**src/shared/rsc_pkg.sv**
```systemverilog
// Purpose: constants for the reset source combiner
// Assumes: 100 MHz core clock, 32-bit classic Wishbone register bus
// Notes:   one register word holds the 16-bit cause and control field
package rsc_pkg;

	localparam int CLK_MHZ = 100;

	// register map (byte addresses)
	localparam logic [7:0] RSC_ADDR_CAUSE = 8'h00;
	localparam logic [7:0] RSC_ADDR_CLK   = 8'h04;
	localparam logic [7:0] RSC_ADDR_STAT  = 8'h08;

	// cause and control field positions
	localparam int B_TRAP  = 15;
	localparam int B_IOP   = 14;
	localparam int B_SBOR  = 13;
	localparam int B_RET   = 12;
	localparam int B_DSLP  = 10;
	localparam int B_CM    = 9;
	localparam int B_PROGMEM_SLEEP_POWER = 8;
	localparam int B_PIN   = 7;
	localparam int B_SWR   = 6;
	localparam int B_SWDT  = 5;
	localparam int B_WATCHDOG_TIMEOUT_FLAG  = 4;
	localparam int B_SLEEP = 3;
	localparam int B_IDLE  = 2;
	localparam int B_BOR   = 1;
	localparam int B_POR   = 0;

	localparam logic [15:0] CAUSE_POR_VAL  = 16'h0003;
	localparam logic [15:0] CAUSE_IMPL     = 16'hF7FF;
	localparam logic [1:0]  BROWNOUT_ENABLE_FUSES_SOFT     = 2'h1;

	// delays
	localparam int POR_DELAY_US  = 100;
	localparam int POWER_UP_TIMER_DELAY_MS = 64;
	localparam int CLOCK_FAIL_MONITOR_DELAY_US = 2;
	localparam int POR_CYC  = POR_DELAY_US * CLK_MHZ;
	localparam int POWER_UP_TIMER_CYC = POWER_UP_TIMER_DELAY_MS * 1000 * CLK_MHZ;
	localparam int CLOCK_FAIL_MONITOR_CYC = CLOCK_FAIL_MONITOR_DELAY_US * CLK_MHZ;
	localparam int OST_PERIODS = 1024;

	// oscillator select codes
	localparam logic [2:0] OSC_FRC = 3'h0;

	typedef enum logic [1:0] {
		RSC_ST_POR  = 2'b00,
		RSC_ST_POWER_UP_TIMER = 2'b01,
		RSC_ST_RUN  = 2'b11
	} rsc_state_e;

endpackage

```
**src/hdl/rsc_reset_source_combiner.sv**
```systemverilog
// Purpose: merge reset sources, record cause, time master reset release
// Assumes: event inputs are one-cycle pulses sync to i_core_clk
// Notes:   i_nrst is the raw power-on reset of the always-on domain
`timescale 1ns/100ps

module rsc_reset_source_combiner
	import rsc_pkg::*;
#(
	parameter int POR_CYCLES  = POR_CYC,
	parameter int POWER_UP_TIMER_CYCLES = POWER_UP_TIMER_CYC,
	parameter int CLOCK_FAIL_MONITOR_CYCLES = CLOCK_FAIL_MONITOR_CYC,
	parameter int CNT_W       = 23
) (
	input  wire logic        i_core_clk,
	input  wire logic        i_nrst,
	// classic wishbone slave
	input  wire logic        i_wb_cyc,
	input  wire logic        i_wb_stb,
	input  wire logic        i_wb_we,
	input  wire logic [7:0]  i_wb_adr,
	input  wire logic [3:0]  i_wb_sel,
	input  wire logic [31:0] i_wb_dat,
	output logic      [31:0] o_wb_dat,
	output logic             o_wb_ack,
	// reset and status events
	input  wire logic        i_master_clear_pin,
	input  wire logic        i_brownout_det,
	input  wire logic        i_reset_instr,
	input  wire logic        i_watchdog_reset,
	input  wire logic        i_trap_conflict,
	input  wire logic        i_illegal_op,
	input  wire logic        i_uninit_pointer_reset,
	input  wire logic        i_config_mismatch,
	input  wire logic        i_deep_sleep_wake,
	input  wire logic        i_sleep_instr,
	input  wire logic        i_idle_instr,
	input  wire logic        i_deep_sleep_enable,
	// fuses and clock status
	input  wire logic [1:0]  i_brownout_enable_fuses,
	input  wire logic        i_watchdog_enable_fuse,
	input  wire logic        i_power_up_timer_enable_fuse,
	input  wire logic        i_clk_switch_enable,
	input  wire logic        i_two_speed_enable,
	input  wire logic [2:0]  i_oscillator_fuse_select,
	input  wire logic [2:0]  i_current_oscillator_field,
	input  wire logic        i_osc_is_crystal,
	input  wire logic        i_osc_tick,
	input  wire logic        i_pll_used,
	input  wire logic        i_pll_lock,
	// outputs
	output logic             o_master_system_reset,
	output logic             o_cpu_run,
	output logic [2:0]       o_osc_select,
	output logic             o_clock_fail_monitor_en,
	output logic             o_brownout_en,
	output logic             o_watchdog_en,
	output logic             o_retention_regulator_select,
	output logic             o_progmem_sleep_power
);

	logic [15:0]     cause_ff;
	logic [15:0]     nxt_cause;
	rsc_state_e      st_ff;
	rsc_state_e      nxt_st;
	logic [CNT_W-1:0] cnt_ff;
	logic [CNT_W-1:0] nxt_cnt;
	logic [10:0]     ost_ff;
	logic [CNT_W-1:0] clock_fail_monitor_ff;
	logic [2:0]      osc_ff;
	logic            rel_ff;
	logic            rel_sync_ff;
	logic            ack_ff;
	logic [31:0]     rdat_ff;
	logic            por_done_ff;

	// synchronous sources; async power-on is i_nrst itself
	wire logic hw_reset = i_master_clear_pin | i_brownout_det | i_reset_instr
		| i_watchdog_reset | i_trap_conflict | i_illegal_op
		| i_uninit_pointer_reset | i_config_mismatch
		| i_deep_sleep_wake;
	wire logic pwr_reset = i_brownout_det | i_deep_sleep_wake;

	// bus decode
	wire logic bus_req  = i_wb_cyc & i_wb_stb & ~ack_ff;
	wire logic wr_cause = bus_req & i_wb_we & (i_wb_adr == RSC_ADDR_CAUSE);
	wire logic [15:0] wmask = {{8{i_wb_sel[1]}}, {8{i_wb_sel[0]}}};
	wire logic [15:0] wval  = (cause_ff & ~wmask)
		| (i_wb_dat[15:0] & wmask & CAUSE_IMPL);

	// brown-out soft bit only live in fuse mode 01
	wire logic sbor_live = (i_brownout_enable_fuses == BROWNOUT_ENABLE_FUSES_SOFT);
	wire logic [15:0] cause_rd = sbor_live ? cause_ff
		: (cause_ff & ~(16'h0001 << B_SBOR));

	// flag update: software first, hardware sets win over clears
	always_comb begin
		nxt_cause = wr_cause ? wval : cause_ff;
		if (i_sleep_instr | i_idle_instr)
			nxt_cause[B_WATCHDOG_TIMEOUT_FLAG] = 1'b0;
		if (i_trap_conflict)
			nxt_cause[B_TRAP] = 1'b1;
		if (i_illegal_op | i_uninit_pointer_reset)
			nxt_cause[B_IOP] = 1'b1;
		if (i_sleep_instr & i_deep_sleep_enable)
			nxt_cause[B_DSLP] = 1'b1;
		if (i_config_mismatch)
			nxt_cause[B_CM] = 1'b1;
		if (i_master_clear_pin)
			nxt_cause[B_PIN] = 1'b1;
		if (i_reset_instr)
			nxt_cause[B_SWR] = 1'b1;
		if (i_watchdog_reset)
			nxt_cause[B_WATCHDOG_TIMEOUT_FLAG] = 1'b1;
		if (i_sleep_instr)
			nxt_cause[B_SLEEP] = 1'b1;
		if (i_idle_instr)
			nxt_cause[B_IDLE] = 1'b1;
		if (i_brownout_det)
			nxt_cause[B_BOR] = 1'b1;
		if (i_deep_sleep_wake) begin
			nxt_cause[B_BOR] = 1'b1;
			nxt_cause[B_POR] = 1'b1;
		end
	end

	always_ff @(posedge i_core_clk or negedge i_nrst) begin
		if (!i_nrst)
			cause_ff <= CAUSE_POR_VAL;
		else
			cause_ff <= nxt_cause;
	end

	// release sequencer
	wire logic ost_need = i_osc_is_crystal & ~i_two_speed_enable;
	wire logic clk_ok = (~ost_need | ost_ff[10])
		& (~i_pll_used | i_pll_lock);
	wire logic [CNT_W-1:0] power_up_timer_len = i_power_up_timer_enable_fuse
		? CNT_W'(POWER_UP_TIMER_CYCLES) : '0;

	always_comb begin
		nxt_st  = st_ff;
		nxt_cnt = cnt_ff + CNT_W'(1);
		case (st_ff)
		RSC_ST_POR: begin
			if (cnt_ff >= CNT_W'(POR_CYCLES)) begin
				nxt_st  = RSC_ST_POWER_UP_TIMER;
				nxt_cnt = '0;
			end
		end
		RSC_ST_POWER_UP_TIMER: begin
			if (cnt_ff >= power_up_timer_len) begin
				nxt_st  = RSC_ST_RUN;
				nxt_cnt = '0;
			end
		end
		RSC_ST_RUN: begin
			nxt_cnt = '0;
		end
		default: begin
			nxt_st  = RSC_ST_POR;
			nxt_cnt = '0;
		end
		endcase
		if (i_brownout_det | i_deep_sleep_wake) begin
			nxt_st  = RSC_ST_POWER_UP_TIMER;
			nxt_cnt = '0;
		end
	end

	always_ff @(posedge i_core_clk or negedge i_nrst) begin
		if (!i_nrst) begin
			st_ff  <= RSC_ST_POR;
			cnt_ff <= '0;
		end else begin
			st_ff  <= nxt_st;
			cnt_ff <= nxt_cnt;
		end
	end

	// two-stage release: async assert, clocked release
	wire logic rel_req = (st_ff == RSC_ST_RUN) & ~hw_reset;
	always_ff @(posedge i_core_clk or negedge i_nrst) begin
		if (!i_nrst) begin
			rel_ff      <= 1'b0;
			rel_sync_ff <= 1'b0;
		end else begin
			rel_ff      <= rel_req;
			rel_sync_ff <= rel_ff & rel_req;
		end
	end

	// oscillator start-up count runs during reset delay
	always_ff @(posedge i_core_clk or negedge i_nrst) begin
		if (!i_nrst)
			ost_ff <= '0;
		else if (pwr_reset)
			ost_ff <= '0;
		else if (i_osc_tick & ~ost_ff[10])
			ost_ff <= ost_ff + 11'h001;
	end

	// clock choice on each reset
	wire logic [2:0] osc_pick = i_two_speed_enable ? OSC_FRC
		: i_oscillator_fuse_select;
	always_ff @(posedge i_core_clk or negedge i_nrst) begin
		if (!i_nrst)
			por_done_ff <= 1'b0;
		else
			por_done_ff <= 1'b1;
	end
	always_ff @(posedge i_core_clk or negedge i_nrst) begin
		if (!i_nrst)
			osc_ff <= OSC_FRC;
		else if (!por_done_ff || pwr_reset || !i_clk_switch_enable)
			osc_ff <= osc_pick;
		else if (hw_reset)
			osc_ff <= i_current_oscillator_field;
	end

	// fail monitor delay after release
	always_ff @(posedge i_core_clk or negedge i_nrst) begin
		if (!i_nrst)
			clock_fail_monitor_ff <= '0;
		else if (!rel_sync_ff)
			clock_fail_monitor_ff <= '0;
		else if (clock_fail_monitor_ff < CNT_W'(CLOCK_FAIL_MONITOR_CYCLES))
			clock_fail_monitor_ff <= clock_fail_monitor_ff + CNT_W'(1);
	end

	// wishbone answer: one cycle after request
	wire logic [31:0] rd_mux =
		(i_wb_adr == RSC_ADDR_CAUSE) ? {16'h0000, cause_rd} :
		(i_wb_adr == RSC_ADDR_CLK)   ? {29'h0, osc_ff} :
		(i_wb_adr == RSC_ADDR_STAT)  ? {28'h0, clk_ok, st_ff,
			rel_sync_ff} : 32'h0000_0000;
	always_ff @(posedge i_core_clk or negedge i_nrst) begin
		if (!i_nrst) begin
			ack_ff  <= 1'b0;
			rdat_ff <= 32'h0000_0000;
		end else begin
			ack_ff  <= bus_req;
			rdat_ff <= rd_mux;
		end
	end

	assign o_wb_ack = ack_ff;
	assign o_wb_dat = rdat_ff;
	assign o_master_system_reset = ~rel_sync_ff;
	assign o_cpu_run = rel_sync_ff & clk_ok;
	assign o_osc_select = osc_ff;
	assign o_clock_fail_monitor_en = rel_sync_ff
		& (clock_fail_monitor_ff >= CNT_W'(CLOCK_FAIL_MONITOR_CYCLES));
	assign o_brownout_en = (i_brownout_enable_fuses != 2'h0)
		& (~sbor_live | cause_ff[B_SBOR]);
	assign o_watchdog_en = i_watchdog_enable_fuse
		| cause_ff[B_SWDT];
	assign o_retention_regulator_select = cause_ff[B_RET];
	assign o_progmem_sleep_power = cause_ff[B_PROGMEM_SLEEP_POWER];

endmodule

```
**config.mk**
```make
export PLATFORM = sky130hd
export DESIGN_NAME = rsc_reset_source_combiner
export DESIGN_NICKNAME = d
export VERILOG_FILES = /design/src/shared/rsc_pkg.sv /design/src/hdl/rsc_reset_source_combiner.sv
export SDC_FILE = /design/constraint.sdc
export NUM_CORES = 1
export LEC_CHECK = 0
export CAP_MARGIN = 10
export CORE_MARGIN = 1.5
export CORE_UTILIZATION = 48
export CTS_BUF_LIST = sky130_fd_sc_hd__clkbuf_4 sky130_fd_sc_hd__clkbuf_8
export DETAILED_ROUTE_END_ITERATION = 10
export DONT_BUFFER_PORTS = 1
export GPL_ROUTABILITY_DRIVEN = 0
export GPL_TIMING_DRIVEN = 0
export PLACE_DENSITY_LB_ADDON = 0.3
export SYNTH_ARGS = -nofsm -noshare
export SYNTH_HDL_FRONTEND = slang
export SYNTH_SLANG_ARGS = --single-unit
export TNS_END_PERCENT = 5
```
**constraint.sdc**
```tcl
create_clock -name i_core_clk -period 5.69 [get_ports i_core_clk]
set_clock_uncertainty 0.15 [all_clocks]
set_input_delay 0.569 -clock i_core_clk [delete_from_list [all_inputs] [get_ports i_core_clk]]
set_output_delay 0.569 -clock i_core_clk [all_outputs]
set_load 0.005 [all_outputs]
```
# Yosys cells after proc, flatten, opt, wreduce, memory -nomap -nowiden
# Cells that the tools add are included.
[op_classes] add_sub_neg=3 order_cmp=4 n_eq_ne=9 mux=33 bitwise=40 n_reduce_logical=21
[op_table] op="$mux W23" count=6
[op_table] op="$add A23 B1 Y23 const B" count=2
[op_table] op="$pmux W23 S2" count=1
[op_table] op="$and A16 B16 Y16" count=2
[op_table] op="$mux W16" count=2
[op_table] op="$reduce_bool A2 Y1" count=12
[op_table] op="$ge A23 B14 Y1 const B" count=1
[op_table] op="$ge A23 B23 Y1" count=1
[op_table] op="$ge A23 B8 Y1 const B" count=1
[op_table] op="$lt A23 B8 Y1 const B" count=1
[op_table] op="$mux W11" count=2
[op_table] op="$not A16 Y16" count=1
[op_table] op="$or A16 B16 Y16" count=1
[op_table] op="$or A1 B1 Y1" count=15
[op_table] op="$mux W14" count=1
[op_table] op="$and A1 B1 Y1" count=13
[op_table] op="$add A11 B1 Y11 const B" count=1
[op_table] op="$mux W1" count=11
[op_table] op="$mux W3" count=3
[op_table] op="$eq A8 B3 Y1 const B" count=1
[op_table] op="$eq A8 B4 Y1 const B" count=1
[op_table] op="$logic_not A8 Y1" count=1
[op_table] op="$mux W2" count=4
[op_table] op="$mux W4" count=2
[op_table] op="12 further kinds" count=24
[totals] reg_bits=98

# Depth between registers and ports, before layout
# Gate-level depths: netlist of run 1.
[depth] ltp_word=11 mapped_depth=8

# Worst setup path after synthesis of run 1
# Ideal clock, no wire load.
[synth_path] kind="input to register" start="in i_power_up_timer_enable_fuse" end="reg cnt_ff[10]" setup_ps=142 arrival_time_ps=1905 t_required_ps=5398 setup_slack_ps=3492 path_stages=7 n_path_buf=1 cell_sequence="inv_1 -> ha_1 -> nor4bb_1 -> nand4b_1 -> a31oi_2 -> buf_6 -> nor3_2"
[synth_via] elab_chain_cells=5
[synth_rtl] element="start, declared" line="rsc_reset_source_combiner.sv:41" source="input wire logic i_power_up_timer_enable_fuse,"
[synth_rtl] element="$mux W23" line="rsc_reset_source_combiner.sv:138" source="? CNT_W'(POWER_UP_TIMER_CYCLES) : '0;"
[synth_rtl] element="$ge A23 B23 Y1" line="rsc_reset_source_combiner.sv:151" source="if (cnt_ff >= power_up_timer_len) begin"
[synth_rtl] element="$mux W23" line="rsc_reset_source_combiner.sv:151"
[synth_rtl] element="$pmux W23 S2" line="rsc_reset_source_combiner.sv:143" source="case (st_ff)"
[synth_rtl] element="$mux W23" line="rsc_reset_source_combiner.sv:164" source="if (i_brownout_det | i_deep_sleep_wake) begin"
[synth_rtl] element="via nxt_cnt[10]" line="rsc_reset_source_combiner.sv:66" source="logic [CNT_W-1:0] nxt_cnt;"
[synth_rtl] element="end signal, assigned" line="rsc_reset_source_combiner.sv:176" source="cnt_ff <= nxt_cnt;"
[synth_rtl] element="end, declared" line="rsc_reset_source_combiner.sv:65" source="logic [CNT_W-1:0] cnt_ff;"
# The timed path passes the listed nets, and every way through them passes these cells.
# A chain may end at the register's enable or synchronous reset.

# Worst setup path in the final report of run 1
[layout_path] start="reg clock_fail_monitor_ff[19]" end="out o_clock_fail_monitor_en"
[layout_via] elab_chain_cells=2
[layout_rtl] element="start, declared" line="rsc_reset_source_combiner.sv:68" source="logic [CNT_W-1:0] clock_fail_monitor_ff;"
[layout_rtl] element="start signal, assigned" line="rsc_reset_source_combiner.sv:227" source="clock_fail_monitor_ff <= clock_fail_monitor_ff + CNT_W'(1);"
[layout_rtl] element="$ge A23 B8 Y1" line="rsc_reset_source_combiner.sv:252" source="& (clock_fail_monitor_ff >= CNT_W'(CLOCK_FAIL_MONITOR_CYCLES));"
[layout_rtl] element="$and A1 B1 Y1" line="rsc_reset_source_combiner.sv:252"
[layout_rtl] element="end, declared" line="rsc_reset_source_combiner.sv:54" source="output logic o_clock_fail_monitor_en,"
# No other way between the ends.

==> results of run 1 <==
## worst max-delay path: stages, from the launching register on
cell	delay [ns]
dfrtp_1	0.39
nor4_1	0.31
nand4_1	0.32
nor2_1	0.31
nor2_1	0.09
## stage by stage
stage,total power [mW],instance area (µm²),utilization [%],instances
6_report,1.24,5160,55.0,600
5_1_grt,1.30,5160,55.0,600
4_1_cts,1.26,5160,55.0,600
3_5_place_dp,0.762,4900,52.3,582
3_3_place_gp,0.761,4900,52.3,582
2_1_floorplan,0.754,4740,-,453
## state kept, by name, summed over array words and instances, names as in the netlist, named ones only
name,flops
st_ff,2
o_wb_dat,16
por_done_ff,1
o_wb_ack,1
clock_fail_monitor_ff,23
rel_sync_ff,1
cause_ff,12
ost_ff,11
rel_ff,1
o_osc_select,3
cnt_ff,23
## cell families after synthesis
family	count (synthesis)	synth area share [%]
muxes	16	3.52
DFF	98	52.4
adders and majority gates	11	2.94
and+or+nand+nor	200	24.4
buffers and inverters	45	5.26
AOI/OAI and AO/OA	30	4.62
xor gates and xnor gates	36	6.73
other	2	0.160
## cell usage after synthesis, types with 4 or more instances
master    instances
dfrtp_1          96
nor2_1           49
and2_1           29
nand2_1          26
xnor2_1          24
nor3_2           19
inv_1            17
buf_4            16
nor3_1           14
nand3_1          13
mux2i_1          12
xor2_1           12
ha_1             11
a211o_1          10
and3_1           10
a21oi_1           8
nand4_1           8
nor4_1            8
clkbuf_1          6
mux2_2            4
o21ai_0           4
## layer usage
layer / wire, µm / global-route usage [%]
met5: 0 / 0
met4: 101 / 5.56
met3: 340 / 4.76
met1: 3850 / 22.9
met2: 4580 / 32.3
## cell type report
cell class / instances / share of cell area, %
clock inverters: 7 / 1.82
repair buffers: 2 / 0.728
plain buffers: 27 / 3.47
multi-input cells: 310 / 39.6
clock buffers: 9 / 2.40
well taps: 129 / 3.13
inverters: 18 / 1.31
flip-flops and latches: 98 / 47.6
## repair_timing
item,in CTS,in global routing
hold endpoints to repair,98,0
hold buffers,2,0
setup buffers,0,0
## how the worst min path moves through the flow
stage,from,to,slack [ns],cells past startpoint
final,i_sleep_instr,cause_ff[4],0.14,1
after detailed placement,i_nrst,o_wb_dat[12],0.13,0
after global routing,i_sleep_instr,cause_ff[3],0.12,1
after global placement,i_nrst,o_wb_dat[12],0.13,0
after floorplan,i_nrst,async pin,0.12,0
after CTS,i_sleep_instr,cause_ff[4],0.12,1
## report_power, final
part           total (mW)  leakage (nW)  internal, mW  switching, mW
Combinational      0.0592         0.955        0.0221         0.0371
Sequential          0.705          1.30         0.700        0.00459
Clock               0.477         0.107         0.215          0.262
==> metrics.cfg, run 1 <==
[clocking]
h-tree-depth = 3
clkLatencyLatePin_ns = 0.36
clk_path_buf_depth = 2
clkSinkCount = 98
path_clk_slew_ns = 0.10
post_cts_resized = 0
root_buffer = clkbuf_8
cts_tree = built
tritoncts.num_buffers = 9

[drt]
avgRoutedWirePerCell_um = 14.8
drtPass1Iterations = 4
vias = 3176
ant_nets = 0
drt-initial-drc-count = 108
wirelength_um = 8880
drc = 0
viasPerCell = 5.29

[critical_path]
r2r-start = cnt_ff[18]
crit_start = clock_fail_monitor_ff[19]
path_class = flip-flop to output port
end_kind = output port
cp-endpoint = o_clock_fail_monitor_en
r2r_slack_ns = 3.29
required_ns = 4.97
critPathMaxFanout = 7
worst_setup_path_start_kind = flip-flop
worst_r2r_path_depth = 6
worstPathArrival_ns = 1.79
r2r-end = cnt_ff[11]

[layout]
layout-drive-gt1-share_pct = 14.2
multi_input_area_um2 = 2040
n_fill_cell = 841
antennaDiodeCount = 0
layout.nets = 554
final_common_cell = dfrtp_1
final_cell_mix = 96 x dfrtp_1, 49 x nor2_1, 29 x and2_1
regArea_um2 = 2450
syn2layout_area_growth_pct = 10.1

[sta]
period_share_pct = 44.0
rsz0062_at_grt = false
tns_ns = 0
finalHoldViolCount = 0
clock.fmax_ghz = 0.399
tightest_slew_ns = 0.697
setup_slack_ns = 3.18
maxSlewViolCount = 0
slew_headroom_pct = 53.5
fin_crit_ns = 2.51
setup_violations = 0
hold-worst-slack_ns = 0.142

[global_route]
grt_pass1_vias = 3155
grt_usage_pct = 18.6
grt_antenna_before_repair = 0
grt_pass1_wl_um = 15000
grt_overflow = 0
grt_max_degree = 99

[yosys]
ys_types = 48
ys.flop_type = dfrtp_1
yosysSeqAreaShare_pct = 52.4
synth-async-reset-ratio_pct = 100
synth_area_leaders = dfrtp_1 51%, xnor2_1 4.5%, nor3_2 4.1%
synth_area_per_cell_um2 = 10.7
synth_top_area_share_pct = 51.3
syn_inst = 438
synth_edf_count = 0
syn_area_um2 = 4690
ys_ff_latch = 98
synth_warnings = 0
yosys.area.top_type = dfrtp_1

[floorplanning]
die_y_um = 102
rows = 35
ios = 120
dieArea_um2 = 10400
start_util_pct = 50.0
core_um2 = 9370
die_width_um = 102

[power_and_ir_drop]
p_per_area_nw_per_um2 = 241
power_leakage_nw = 2.37
peakVddDrop_mv = 0.145

[job]
maxCapViolCount = 0

[place]
hpwlAfterDp_um = 6470
dp_worst_setup_slack_ns = 3.25
portBuffers = 0

[worst_hold_path]
hold_class = input pin to flip-flop

[status]
status = complete, no violations

(Power assumes the default switching activity.)
==> inputs of run 2 (changes only) <==
- ABC_AREA: unset -> 1
- clock period: 5.69 -> 2.17 ns (I/O delays scaled with it)
==> metrics.cfg, run 2 <==
[global_route]
grt_overflow = 0
grt_max_degree = 99
grt_antenna_before_repair = 0
grt_pass1_wl_um = 18000
grt_pass1_vias = 3940
grt_usage_pct = 20.5

[sta]
finalHoldViolCount = 98
slew_headroom_pct = 56.7
maxSlewViolCount = 0
rsz0062_at_grt = true
fin_crit_ns = 2.05
tightest_slew_ns = 0.643
period_share_pct = 94.3
setup_violations = 0
clock.fmax_ghz = 0.489
hold-worst-slack_ns = -0.613

[yosys]
syn_area_um2 = 4930
ys_ff_latch = 98
syn_inst = 605
synth_top_area_share_pct = 48.7
post-synth-top-count-cell = nand2_1
synth_edf_count = 0
synth_area_leaders = dfrtp_1 49%, nand2_1 9.6%, nor2_1 8.1%
synth-async-reset-ratio_pct = 100
synth_warnings = 0
yosys.area.top_type = dfrtp_1
ys.flop_type = dfrtp_1
synth_area_per_cell_um2 = 8.15
synth_common_cells = 126 x nand2_1, 107 x nor2_1, 96 x dfrtp_1
ys_types = 38
yosysSeqAreaShare_pct = 49.8

[clocking]
path_clk_slew_ns = 0.11
hold_buffers = 41
root_buffer = clkbuf_8
clkLatencyLatePin_ns = 0.37
cts_tree = built
tritoncts.num_buffers = 9
clk_path_buf_depth = 2
clkSinkCount = 98
h-tree-depth = 3

[critical_path]
worst_setup_path_start_kind = flip-flop
path_class = flip-flop to flip-flop
cpPeakStageDelay_ns = 0.57
end_kind = flip-flop
crit_chain = nor2_1 > nand2_1 > nor2_2 > nand3_2 > inv_1 > buf_6 > o211ai_1 > dlygate4sd3_1
cp_slowest_cell = dlygate4sd3_1
worst-path-buf-inv = 3
critPathMaxFanout = 10
worstPathArrival_ns = 2.16
worst_path_dominant_cell_family = buffers and inverters
crit_start = o_wb_ack
required_ns = 2.28
r2r-start = o_wb_ack

[floorplanning]
start_util_pct = 50.0
ios = 120
die_width_um = 104
core_um2 = 9860
die_y_um = 104
dieArea_um2 = 10900
rows = 36

[power_and_ir_drop]
power_frac_clock_pct = 37.6
p_int_mw = 2.48
combPwrFrac_pct = 5.4
p_per_area_nw_per_um2 = 558
peakVddDrop_mv = 0.357
switchingPower_mw = 0.765
switching_share_pct = 23.6
finalPower_mw = 3.25
sequentialPowerShare_pct = 57.0
power_leakage_nw = 2.93

[layout]
final_cell_mix = 126 x nand2_1, 105 x nor2_1, 96 x dfrtp_1
n_fill_cell = 829
fin_cells = 812
layout.nets = 762
layout-drive-gt1-share_pct = 11.0
syn2layout_area_growth_pct = 18.0
antennaDiodeCount = 0
final_common_cell = nand2_1

[place]
hpwlAfterDp_um = 7340
post-place-cells = 753
portBuffers = 0

[drt]
ant_nets = 0
wirelength_um = 10700
drt-initial-drc-count = 222
avgRoutedWirePerCell_um = 13.2
drtPass1Iterations = 4
drc = 0
vias = 3970
viasPerCell = 4.89

[job]
maxCapViolCount = 0

[status]
violations = hold timing
status = complete, but fails checks

[worst_hold_path]
hold_class = input pin to async pin

run 2: cell types whose count changed after synthesis, moves of 20 or more:
cell,before,now
nand3_1,13,33
xnor2_1,24,3
nand2_1,26,126
nor2_1,49,107
and2_1,29,0
inv_1,17,75
run 2: final cells by class:
cell class              instances  area, µm²  area share, %
well taps                     133        166           2.86
inverters                      83        319           5.48
clock inverters                 7       81.3           1.40
plain buffers                  23        170           2.92
flip-flops and latches         98       2450           42.2
multi-input cells             416       2080           35.7
repair buffers                 43        425           7.31
clock buffers                   9        124           2.13
run 2: timing repair:
| item | CTS | global route |
|---|---|---|
| buffers inserted | 0 | 2 |
| resized for setup | 0 | 9 |
| endpoints found under the hold margin | 129 | 98 |
| setup endpoints to repair | 0 | 11 |
run 2: metrics by stage:
stage	util (%)	cell area (µm²)	setup TNS, ns	worst slack (ns)
finish	59.0	5820	0	0.123
global route	59.0	5820	-0.0360	-0.0204
CTS	58.5	5770	0	0.0224
detailed placement	52.2	5150	0	0.231
global placement	52.2	5150	0	0.282
floorplan	-	4990	0	0.460
run 2: layer usage:
metal	share of wire [%]	track usage, %
met1	43	25.2
met2	51	35.6
met3	4.5	3.95
met4	1.4	7.34
met5	0	0
run 2: power groups by stage:
| stage | Sequential (mW) | Combinational (mW) | Clock (mW) |
|---|---|---|---|
| floorplan | 1.88 | 0.101 | 0 |
| global placement | 1.89 | 0.118 | 0 |
| detailed placement | 1.89 | 0.121 | 0 |
| CTS | 1.85 | 0.169 | 1.26 |
| global route | 1.85 | 0.193 | 1.32 |
| finish | 1.85 | 0.174 | 1.22 |
run 2: logic make-up (layout without fill, tap and decap cells):
kind of cell,count (synthesis),after routing,share of synthesized area (%)
adders and majority gates,11,11,2.79
buffers and inverters,106,165,9.79
AOI/OAI and AO/OA,41,41,4.59
and+or+nand+nor,328,328,29.5
DFF,98,98,49.8
other,2,17,0.152
xor gates and xnor gates,19,19,3.37
run 2: path summary, 6_finish.rpt:
kind / cells after the start / endpoint / slack (ns)
worst max-delay path: 8 / cause_ff[14] / 0.12
worst min-delay path: 0 / o_wb_dat[14] / -0.61
worst max register to register: 8 / cause_ff[14] / 0.12
worst min register to register: 2 / clock_fail_monitor_ff[11] / 0.32
max in group asynchronous: 0 / cause_ff[1] / 2.24
min in group i_core_clk: 4 / flip-flop / 0.01
